[src/design/ebc_pkg.sv]
// shared types and constants of the external bus unit
package ebc_pkg;

    // ------------------------------------------------------------
    // bus modes and address spaces
    // ------------------------------------------------------------
    typedef enum logic [2:0] {
        mode_single_chip,
        mode_demux16,
        mode_mux16,
        mode_mux8,
        mode_demux8
    } bus_mode_t;

    typedef enum logic [1:0] {
        space_24,
        space_20,
        space_18,
        space_16
    } addr_space_t;

    // ------------------------------------------------------------
    // carriers
    // ------------------------------------------------------------
    typedef struct packed {
        logic cs_enable;
        logic ready_enable;
        logic ready_polarity;
        logic ale_extend;
        logic rw_delay;
        logic tristate_wait;
        logic [3:0] mem_cycle_wait;
        bus_mode_t bus_mode;
    } bus_config_t;

    typedef struct packed {
        logic [11:0] base;
        logic [3:0] size;
    } addr_select_t;

    typedef struct packed {
        logic [23:0] addr;
        logic wr;
        logic [15:0] wdata;
    } bus_req_t;

    // ------------------------------------------------------------
    // reset values, field positions, counts
    // ------------------------------------------------------------
    localparam int WINDOWS = 4;
    localparam int CS_LINES = WINDOWS + 1;
    localparam int WIN_GRAIN = 12;
    localparam logic [CS_LINES-1:0] CS_IDLE = 5'h1f;
    localparam logic [3:0] CNT_ZERO = 4'h0;
    localparam logic [7:0] UPPER_MASK_24 = 8'hff;
    localparam logic [7:0] UPPER_MASK_20 = 8'h0f;
    localparam logic [7:0] UPPER_MASK_18 = 8'h03;
    localparam logic [7:0] UPPER_MASK_16 = 8'h00;
    localparam logic [15:0] DATA_ZERO = 16'h0000;
    localparam logic [1:0] LANES_OFF = 2'h0;
    localparam logic [1:0] LANES_LOW = 2'h1;
    localparam logic [1:0] LANES_ALL = 2'h3;

endpackage

[src/design/external_bus_unit.sv]
// external bus controller: windows, chip selects, timing, ready and hold arbitration
// ------------------------------------------------------------
// What this block does
// RQ1 - single-chip or four external bus modes
// RQ2 - address width 16, 18, 20 or 24
// RQ3 - demux: address port, full or low data
// RQ4 - mux: address then data on data port
// RQ5 - cycle, tristate, latch and delay programmable
// RQ6 - four windows, select plus config pair
// RQ7 - window four over three, two over one
// RQ8 - outside windows use default config
// RQ9 - five active-low chip selects
// RQ10 - ready extends cycle until active level
// RQ11 - ready polarity chosen per window
// RQ12 - arbitration enable hands pins to controller
// RQ13 - reset as master, acknowledge driven
// RQ14 - direction bit one selects slave mode
// RQ15 - address space restrictable to smaller sizes
// RQ16 - upper port drives 8, 4, 2, 0
// RQ17 - chip selects lag latch strobe by default
// RQ18 - timing bit aligns chip selects with strobe
// RQ19 - finish cycle, float, acknowledge; request back
// ------------------------------------------------------------
`timescale 1ns/1ps
module external_bus_unit import ebc_pkg::*; (
    input wire logic clk,
    input wire logic rstn,
    input wire logic req_valid,
    input wire bus_req_t req,
    output logic req_done,
    output logic [15:0] rdata,
    input wire bus_mode_t bus_mode,
    input wire addr_space_t addr_space,
    input wire bus_config_t default_bus_config,
    input wire bus_config_t window1_bus_config,
    input wire bus_config_t window2_bus_config,
    input wire bus_config_t window3_bus_config,
    input wire bus_config_t window4_bus_config,
    input wire addr_select_t window1_address_select,
    input wire addr_select_t window2_address_select,
    input wire addr_select_t window3_address_select,
    input wire addr_select_t window4_address_select,
    input wire logic chip_select_timing_select,
    input wire logic arbitration_enable,
    input wire logic port6_pin7_direction,
    output logic [15:0] address_port,
    output logic address_port_oe,
    output logic [7:0] upper_addr,
    output logic [7:0] upper_addr_oe,
    output logic [15:0] data_bus_port,
    output logic [1:0] data_bus_port_oe,
    input wire logic [15:0] data_bus_port_in,
    output logic ale,
    output logic rd_n,
    output logic wr_n,
    output logic [CS_LINES-1:0] cs_n,
    output logic ctrl_oe,
    input wire logic ready_in,
    input wire logic hold_n,
    output logic bus_request_out_n,
    output logic hold_acknowledge_n,
    output logic hold_acknowledge_oe,
    input wire logic hold_acknowledge_in_n
);

    // ------------------------------------------------------------
    // window decode
    // ------------------------------------------------------------
    typedef enum logic [2:0] {st_idle, st_addr, st_delay, st_data, st_recover, st_hold} state_t;

    state_t state_q;
    logic [3:0] cnt_q;
    bus_config_t cfg_q;
    bus_req_t req_q;
    logic [CS_LINES-1:0] cs_pick_q;
    logic [WINDOWS-1:0] hit;
    addr_select_t win_sel [WINDOWS];
    bus_config_t win_cfg [WINDOWS];
    bus_config_t cfg_d;
    logic [CS_LINES-1:0] cs_d;
    logic [23:0] addr_lim;
    logic [7:0] upper_mask;
    logic slave_mode;
    logic hold_wanted;
    logic granted;
    logic start;
    logic data_end;
    logic ready_ok;
    logic wide;
    logic muxed;

    assign win_sel[0] = window1_address_select;
    assign win_sel[1] = window2_address_select;
    assign win_sel[2] = window3_address_select;
    assign win_sel[3] = window4_address_select;
    assign win_cfg[0] = window1_bus_config;
    assign win_cfg[1] = window2_bus_config;
    assign win_cfg[2] = window3_bus_config;
    assign win_cfg[3] = window4_bus_config;

    // RQ15 space restriction
    always_comb begin
        case (addr_space)
            space_20: upper_mask = UPPER_MASK_20;
            space_18: upper_mask = UPPER_MASK_18;
            space_16: upper_mask = UPPER_MASK_16;
            default: upper_mask = UPPER_MASK_24;
        endcase
        addr_lim = {req.addr[23:16] & upper_mask, req.addr[15:0]};
    end

    // RQ6 window pairs
    for (genvar i = 0; i < WINDOWS; i++) begin : g_win
        window_match u_match (
            .addr(addr_lim),
            .sel(win_sel[i]),
            .hit(hit[i])
        );
    end

    // RQ7 window priority
    always_comb begin
        cfg_d = default_bus_config;
        cs_d = CS_IDLE;
        if (hit[3]) begin
            cfg_d = win_cfg[3];
            cs_d[4] = 1'b0;
        end else if (hit[2]) begin
            cfg_d = win_cfg[2];
            cs_d[3] = 1'b0;
        end else if (hit[1]) begin
            cfg_d = win_cfg[1];
            cs_d[2] = 1'b0;
        end else if (hit[0]) begin
            cfg_d = win_cfg[0];
            cs_d[1] = 1'b0;
        end else begin
            // RQ8 default region
            cs_d[0] = 1'b0;
        end
        // RQ9 chip select only when enabled
        if (!cfg_d.cs_enable) begin
            cs_d = CS_IDLE;
        end
    end

    // ------------------------------------------------------------
    // arbitration terms
    // ------------------------------------------------------------
    // RQ12 pins owned once enabled
    assign slave_mode = arbitration_enable && port6_pin7_direction;
    assign hold_wanted = arbitration_enable && !port6_pin7_direction && !hold_n;
    // RQ14 slave runs only when granted
    assign granted = !slave_mode || !hold_acknowledge_in_n;
    assign start = req_valid && !req_done && granted && !hold_wanted && bus_mode != mode_single_chip;
    // RQ11 per window polarity
    assign ready_ok = (ready_in == cfg_q.ready_polarity);
    // RQ10 ready handshake
    assign data_end = (cnt_q == CNT_ZERO) && (!cfg_q.ready_enable || ready_ok);
    assign wide = (cfg_q.bus_mode == mode_demux16) || (cfg_q.bus_mode == mode_mux16);
    assign muxed = (cfg_q.bus_mode == mode_mux16) || (cfg_q.bus_mode == mode_mux8);

    // ------------------------------------------------------------
    // sequencer
    // ------------------------------------------------------------
    // RQ5 programmable phases
    always_ff @(posedge clk) begin
        if (!rstn) begin
            state_q <= st_idle;
            cnt_q <= CNT_ZERO;
        end else begin
            case (state_q)
                st_idle: begin
                    if (hold_wanted) begin
                        state_q <= st_hold;
                    end else if (start) begin
                        state_q <= st_addr;
                        cnt_q <= {3'h0, cfg_d.ale_extend};
                    end
                end
                st_addr: begin
                    if (cnt_q != CNT_ZERO) begin
                        cnt_q <= cnt_q - 4'h1;
                    end else if (cfg_q.rw_delay) begin
                        state_q <= st_delay;
                    end else begin
                        state_q <= st_data;
                        cnt_q <= cfg_q.mem_cycle_wait;
                    end
                end
                st_delay: begin
                    state_q <= st_data;
                    cnt_q <= cfg_q.mem_cycle_wait;
                end
                st_data: begin
                    if (cnt_q != CNT_ZERO) begin
                        cnt_q <= cnt_q - 4'h1;
                    end else if (data_end) begin
                        state_q <= st_recover;
                        cnt_q <= {3'h0, cfg_q.tristate_wait};
                    end
                end
                st_recover: begin
                    if (cnt_q != CNT_ZERO) begin
                        cnt_q <= cnt_q - 4'h1;
                    end else begin
                        state_q <= st_idle;
                    end
                end
                st_hold: begin
                    // RQ19 leave hold on release
                    if (hold_n || !arbitration_enable) begin
                        state_q <= st_idle;
                    end
                end
                default: state_q <= st_idle;
            endcase
        end
    end

    // latch request and configuration at start
    always_ff @(posedge clk) begin
        if (!rstn) begin
            cfg_q <= default_bus_config;
            req_q <= '0;
            cs_pick_q <= CS_IDLE;
        end else if (state_q == st_idle && start) begin
            cfg_q <= cfg_d;
            req_q <= '{addr: addr_lim, wr: req.wr, wdata: req.wdata};
            cs_pick_q <= cs_d;
        end
    end

    // ------------------------------------------------------------
    // strobes and chip selects
    // ------------------------------------------------------------
    always_ff @(posedge clk) begin
        if (!rstn) begin
            ale <= 1'b0;
            rd_n <= 1'b1;
            wr_n <= 1'b1;
        end else begin
            ale <= (state_q == st_idle && start) || (state_q == st_addr && cnt_q != CNT_ZERO);
            rd_n <= !((state_q == st_addr && cnt_q == CNT_ZERO && !cfg_q.rw_delay && !req_q.wr)
                      || (state_q == st_delay && !req_q.wr)
                      || (state_q == st_data && !data_end && !req_q.wr));
            wr_n <= !((state_q == st_addr && cnt_q == CNT_ZERO && !cfg_q.rw_delay && req_q.wr)
                      || (state_q == st_delay && req_q.wr)
                      || (state_q == st_data && !data_end && req_q.wr));
        end
    end

    always_ff @(posedge clk) begin
        if (!rstn) begin
            cs_n <= CS_IDLE;
        end else if (state_q == st_idle && start && chip_select_timing_select) begin
            // RQ18 change with strobe
            cs_n <= cs_d;
        end else if (state_q == st_addr && ale && !chip_select_timing_select) begin
            // RQ17 one phase later
            cs_n <= cs_pick_q;
        end else if (state_q == st_recover && cnt_q == CNT_ZERO) begin
            cs_n <= CS_IDLE;
        end
    end

    // ------------------------------------------------------------
    // address and data lines
    // ------------------------------------------------------------
    always_ff @(posedge clk) begin
        if (!rstn) begin
            address_port <= DATA_ZERO;
            address_port_oe <= 1'b0;
            upper_addr <= 8'h00;
            upper_addr_oe <= 8'h00;
        end else if (state_q == st_idle && start) begin
            // RQ2 upper port width
            // RQ16 lines per space
            upper_addr <= addr_lim[23:16];
            upper_addr_oe <= upper_mask;
            // RQ3 demux address port
            address_port <= addr_lim[15:0];
            address_port_oe <= (cfg_d.bus_mode == mode_demux16) || (cfg_d.bus_mode == mode_demux8);
        end else if (state_q == st_hold || (state_q == st_recover && cnt_q == CNT_ZERO && slave_mode)) begin
            upper_addr_oe <= 8'h00;
            address_port_oe <= 1'b0;
        end
    end

    always_ff @(posedge clk) begin
        if (!rstn) begin
            data_bus_port <= DATA_ZERO;
            data_bus_port_oe <= LANES_OFF;
        end else if (state_q == st_idle && start) begin
            if (cfg_d.bus_mode == mode_mux16 || cfg_d.bus_mode == mode_mux8) begin
                // RQ4 address phase
                data_bus_port <= addr_lim[15:0];
                data_bus_port_oe <= LANES_ALL;
            end else if (req.wr) begin
                data_bus_port <= req.wdata;
                data_bus_port_oe <= (cfg_d.bus_mode == mode_demux16) ? LANES_ALL : LANES_LOW;
            end else begin
                data_bus_port_oe <= LANES_OFF;
            end
        end else if (state_q == st_addr && cnt_q == CNT_ZERO && muxed) begin
            // RQ4 data phase
            data_bus_port <= req_q.wdata;
            data_bus_port_oe <= !req_q.wr ? LANES_OFF : (wide ? LANES_ALL : LANES_LOW);
        end else if (state_q == st_data && data_end) begin
            data_bus_port_oe <= LANES_OFF;
        end
    end

    // RQ3 byte or word capture
    always_ff @(posedge clk) begin
        if (!rstn) begin
            rdata <= DATA_ZERO;
            req_done <= 1'b0;
        end else begin
            req_done <= (state_q == st_data && data_end)
                        || (state_q == st_idle && bus_mode == mode_single_chip && req_valid && !req_done);
            if (state_q == st_data && data_end && !req_q.wr) begin
                rdata <= wide ? data_bus_port_in : {8'h00, data_bus_port_in[7:0]};
            end
        end
    end

    // ------------------------------------------------------------
    // arbitration pins
    // ------------------------------------------------------------
    // RQ1 single chip leaves control lines undriven
    always_ff @(posedge clk) begin
        if (!rstn) begin
            ctrl_oe <= 1'b0;
        end else begin
            ctrl_oe <= bus_mode != mode_single_chip && state_q != st_hold
                       && !(slave_mode && state_q == st_idle && !start);
        end
    end

    always_ff @(posedge clk) begin
        if (!rstn) begin
            // RQ13 master after reset
            hold_acknowledge_n <= 1'b1;
            hold_acknowledge_oe <= 1'b1;
            bus_request_out_n <= 1'b1;
        end else begin
            // RQ14 acknowledge becomes input
            hold_acknowledge_oe <= !port6_pin7_direction;
            // RQ19 acknowledge while held
            hold_acknowledge_n <= !(arbitration_enable && state_q == st_hold && !hold_n);
            // RQ19 request bus back
            bus_request_out_n <= !(arbitration_enable && req_valid && !req_done
                                   && (state_q == st_hold || (slave_mode && state_q == st_idle)));
        end
    end

endmodule // external_bus_unit

[src/design/window_match.sv]
// address window hit detector
`timescale 1ns/1ps
module window_match import ebc_pkg::*; (
    input wire logic [23:0] addr,
    input wire addr_select_t sel,
    output logic hit
);
    logic [11:0] mask;

    // window of 4 kbyte times two to the size field, aligned to its size
    always_comb begin
        mask = 12'hfff << sel.size;
        hit = ((addr[23:WIN_GRAIN] & mask) == (sel.base & mask)) && (sel.size != 4'hf);
    end
endmodule // window_match

[config.mk]
export PLATFORM = sky130hd
export DESIGN_NAME = external_bus_unit
export DESIGN_NICKNAME = d
export VERILOG_FILES = /design/src/design/ebc_pkg.sv /design/src/design/external_bus_unit.sv /design/src/design/window_match.sv
export SDC_FILE = /design/constraint.sdc
export NUM_CORES = 1
export LEC_CHECK = 0
export BUFFER_PORTS_ARGS = -buffer_cell sky130_fd_sc_hd__buf_4
export CAP_MARGIN = 20
export CORE_UTILIZATION = 30
export CTS_CLUSTER_SIZE = 30
export DETAILED_ROUTE_END_ITERATION = 6
export GPL_ROUTABILITY_DRIVEN = 0
export RECOVER_POWER = 50
export SYNTH_ARGS = -nofsm -noshare
export SYNTH_HDL_FRONTEND = slang
export SYNTH_SLANG_ARGS = --single-unit
export TNS_END_PERCENT = 30
[constraint.sdc]
create_clock -name clk -period 7.4 [get_ports clk]
set_input_delay 1.48 -clock clk [delete_from_list [all_inputs] [get_ports clk]]
set_output_delay 1.48 -clock clk [all_outputs]
set_load 0.02 [all_outputs]
==> results.yml <==
yosys:
  synth-compound-area-share_pct: 30.54
  synth_cell_types: 81
  ys.flop_type: "dfxtp_1"
  synth_top_area_share_pct: 29.39
  synthSimpleGateAreaFrac_pct: 19.68
  ys_ff_latch: 115
  synth_top_area_cell: "dfxtp_1"
  synth.mux.area_fraction_pct: 3.568
  synthXorXnorAreaFrac_pct: 5.812
  synth_edf_count: 11
  synth_top_family_by_area: "compound AO/OA/AOI/OAI gates"
  synth_most_common_cell: "nand2_1"
  synthAdderAreaFrac_pct: 0.3533
  ys_warn_count: 0
  avgSynthCellArea_sq_um: 8.012
  syn_area_sq_um: 7083
  synth_fp_nets: 1086
  synth_area_leaders: "dfxtp_1 (29%), nand2_1 (8.3%), a21boi_0 (6.4%), edfxtp_1 (4.7%), o21a_1 (4.0%)"
  async_flop_share_pct: 0
  netlist_top_cells_count: "nand2_1 (157), dfxtp_1 (104), a21boi_0 (60)"
  syn_inst: 884
  ys_seq_area_share_pct: 34.06
sta:
  tightest_slew_ps: 2199
  final-setup-viol-count: 0
  fin_tns_setup_ps: 0
  skew_ps: 12.05
  fin_crit_sh_pct: 64.60
  clock.fmax_ghz: 0.2092
  grt_setup_unrepaired: "false"
  hold_viol: 0
  drv_slew: 50
  max-slew-margin-rel_pct: -46.57
  period_minus_slack_ps: 4780
layout:
  n_antenna_cell: 0
  fin_util_pct: 42.01
  syn_to_final_growth_pct: 35.93
  design_area_sq_um: 9628
  fin_cells: 1445
  layout-drive-gt1-share_pct: 24.03
  nNetsFinal: 1321
global_routing:
  grt_pass1_wl_mm: 38.38
  grt_use_total_pct: 20.35
  grt_pass1_vias: 7002
  grt_remaining_overflow: 0
  antenna_found_initial: 0
  grt_max_degree: 68
clock_network:
  ctsHoldBuffers: 0
  cts.sinks: 115
  insertion_delay_ps: 420
  clkTransAtPathRegs_ps: 50
  root_buffer: "clkbuf_16"
  cts_resized: 0
  cts_tree: "done"
  cts.repair_timing.setup_buffer_count: 0
  cts_buffers: 17
  clock_path_buffers: 2
  h-tree-depth: 4
power_and_ir_drop:
  p_total_mw: 2.484
  ir_drop_v: 0.0001361
  power_density_nw_per_um2: 258.0
  power.static_leakage_nw: 3.771
floorplanning:
  initial_utilization_pct: 30.91
  rows: 55
  die_h_microns: 155.7
  core-area_sq_um: 22920
  die_width_microns: 155.7
  num_io_pins: 280
  die-area_sq_um: 24230
critical_path:
  cp_slowest_stage_delay_ps: 570
  cp_data_required_time_ps: 7690
  crit_chain: "buf_4, nor3b_2, xor2_1, a221oi_1, o311ai_1, or2_1, and2_4, a31oi_4, nor2_2, buf_16, a211oi_1, o2bb2ai_1"
  arrival_ps: 5070
  start_kind: "primary input"
  cp.buffers_inverters: 2
  slowest_stage: "nor3b_2"
  cp_top_family: "simple AND/OR/NAND/NOR gates"
  critPathMaxFanout: 24
  cp-end-kind: "flip-flop"
  critical_path_class: "in2reg"
job:
  maxCapViolCount: 1
detailed_routing:
  firstDrtPassIters: 5
  viasPerCell: 5.084
  final_antenna_net_count: 0
  first_iter_violations: 480
  num_vias: 7346
  post_drt_wl_per_cell_microns: 17.16
  routed_wl_mm: 24.79
  drt_drc_violations_left: 0
min_path:
  worst_hold_path_type: "reg2reg"
status:
  status: "finished, violations left"
  violations: "max-capacitance violations, max-slew violations"
placed_design:
  dp.cells: 1411
  portBuffers: 279
  place_area_sq_um: 9288
  dp_hpwl_mm: 18.26
[area by class of cell]
type | instances | area (sq um)
Clock inverter | 8 | 100.1
Clock buffer | 24 | 501.7
Tap cell | 313 | 391.6
Inverter | 26 | 97.59
Fill cell | 2384 | 13290
Multi-Input combinational cell | 673 | 4254
Sequential cell | 115 | 2412
Timing Repair Buffer | 286 | 1871
[worst paths after layout]
kind	start	end	slack, ps	depth (start not counted)
setup / recovery	addr_space[1]	data_bus_port[2]$_SDFFE_PN0P_	2620	12
hold / removal	rdata[10]$_SDFFE_PN0P_	rdata[10]$_SDFFE_PN0P_	460	2
setup reg to reg	state_q[0]$_SDFFE_PN0P_	data_bus_port_oe[1]$_SDFFE_PN0P_	4370	7
hold reg to reg	rdata[10]$_SDFFE_PN0P_	rdata[10]$_SDFFE_PN0P_	460	2
[per-stage QoR]
| step | setup WS [ps] | hold slack, ps |
|---|---|---|
| 6_report | 2620 | 461.3 |
| 3_5_place_dp | 1993 | 456.0 |
| 2_1_floorplan | 3297 | 417.9 |
| 4_1_cts | 2443 | 466.0 |
| 3_3_place_gp | 2156 | 451.1 |
| 5_1_grt | 2349 | 484.8 |
[layer usage]
layer / wire length (microns) / part of all wire [%] / track usage (%) / vias to the layer above
met5: 0 / 0 / 0 / -
met4: 295 / 1.2 / 4.575 / 0
met3: 1484 / 6.0 / 5.167 / 25
met2: 11900 / 48 / 33.72 / 247
met1: 11110 / 45 / 26.44 / 3459
li1: - / - / - / 3615
[worst register-to-register path: stages (launching register included)]
cell and delay (ps):
dfxtp_1 500, or2_2 450, nor2_1 230, and2_2 370
buf_4 630, nand2_1 310, nor2_1 320, a22o_1 160
[power breakdown]
group	leakage [nW]	internal [mW]	switching (mW)
clock	0.293	0.540	0.306
combinational	2.52	0.327	0.514
sequential	0.955	0.720	0.0757
total	3.77	1.59	0.896
[cell usage in the layout, fill, tap and decap left out, drive strengths merged, types with 10 or more instances in the layout]
| cell type | Yosys | final |
|---|---|---|
| xor2 | 17 | 17 |
| o21a | 38 | 38 |
| nor2b | 13 | 13 |
| mux2i | 14 | 14 |
| mux2 | 10 | 10 |
| nor2 | 48 | 48 |
| o2bb2ai | 17 | 17 |
| a21oi | 31 | 31 |
| edfxtp | 11 | 11 |
| o22ai | 10 | 10 |
| buf | 20 | 205 |
| nand2 | 157 | 157 |
| dfxtp | 104 | 104 |
| clkbuf | 50 | 105 |
| o21ai | 54 | 54 |
| nand3 | 29 | 29 |
| inv | 26 | 27 |
| o211ai | 20 | 20 |
| a21boi | 62 | 62 |
| xnor2 | 30 | 30 |
| a211oi | 18 | 18 |
[sequential cells by signal, summed over array words and instances, names as in the netlist, 3 cells and up]
signal and count:
state_q 3, address_port 16, rdata 16, cnt_q 4, upper_addr_oe 3, req_q 17, data_bus_port 16, upper_addr 8
cs_pick_q 5, cfg_q 11, cs_n 5
[logic make-up after synthesis]
| logic type | after synthesis |
|---|---|
| simple gates | 302 |
| compound gates | 298 |
| flops | 115 |
| buf+inv | 96 |
| xor+xnor | 47 |
| mux | 24 |
| fa+ha+maj | 2 |
Note: power is estimated with default switching activity, not from simulation.
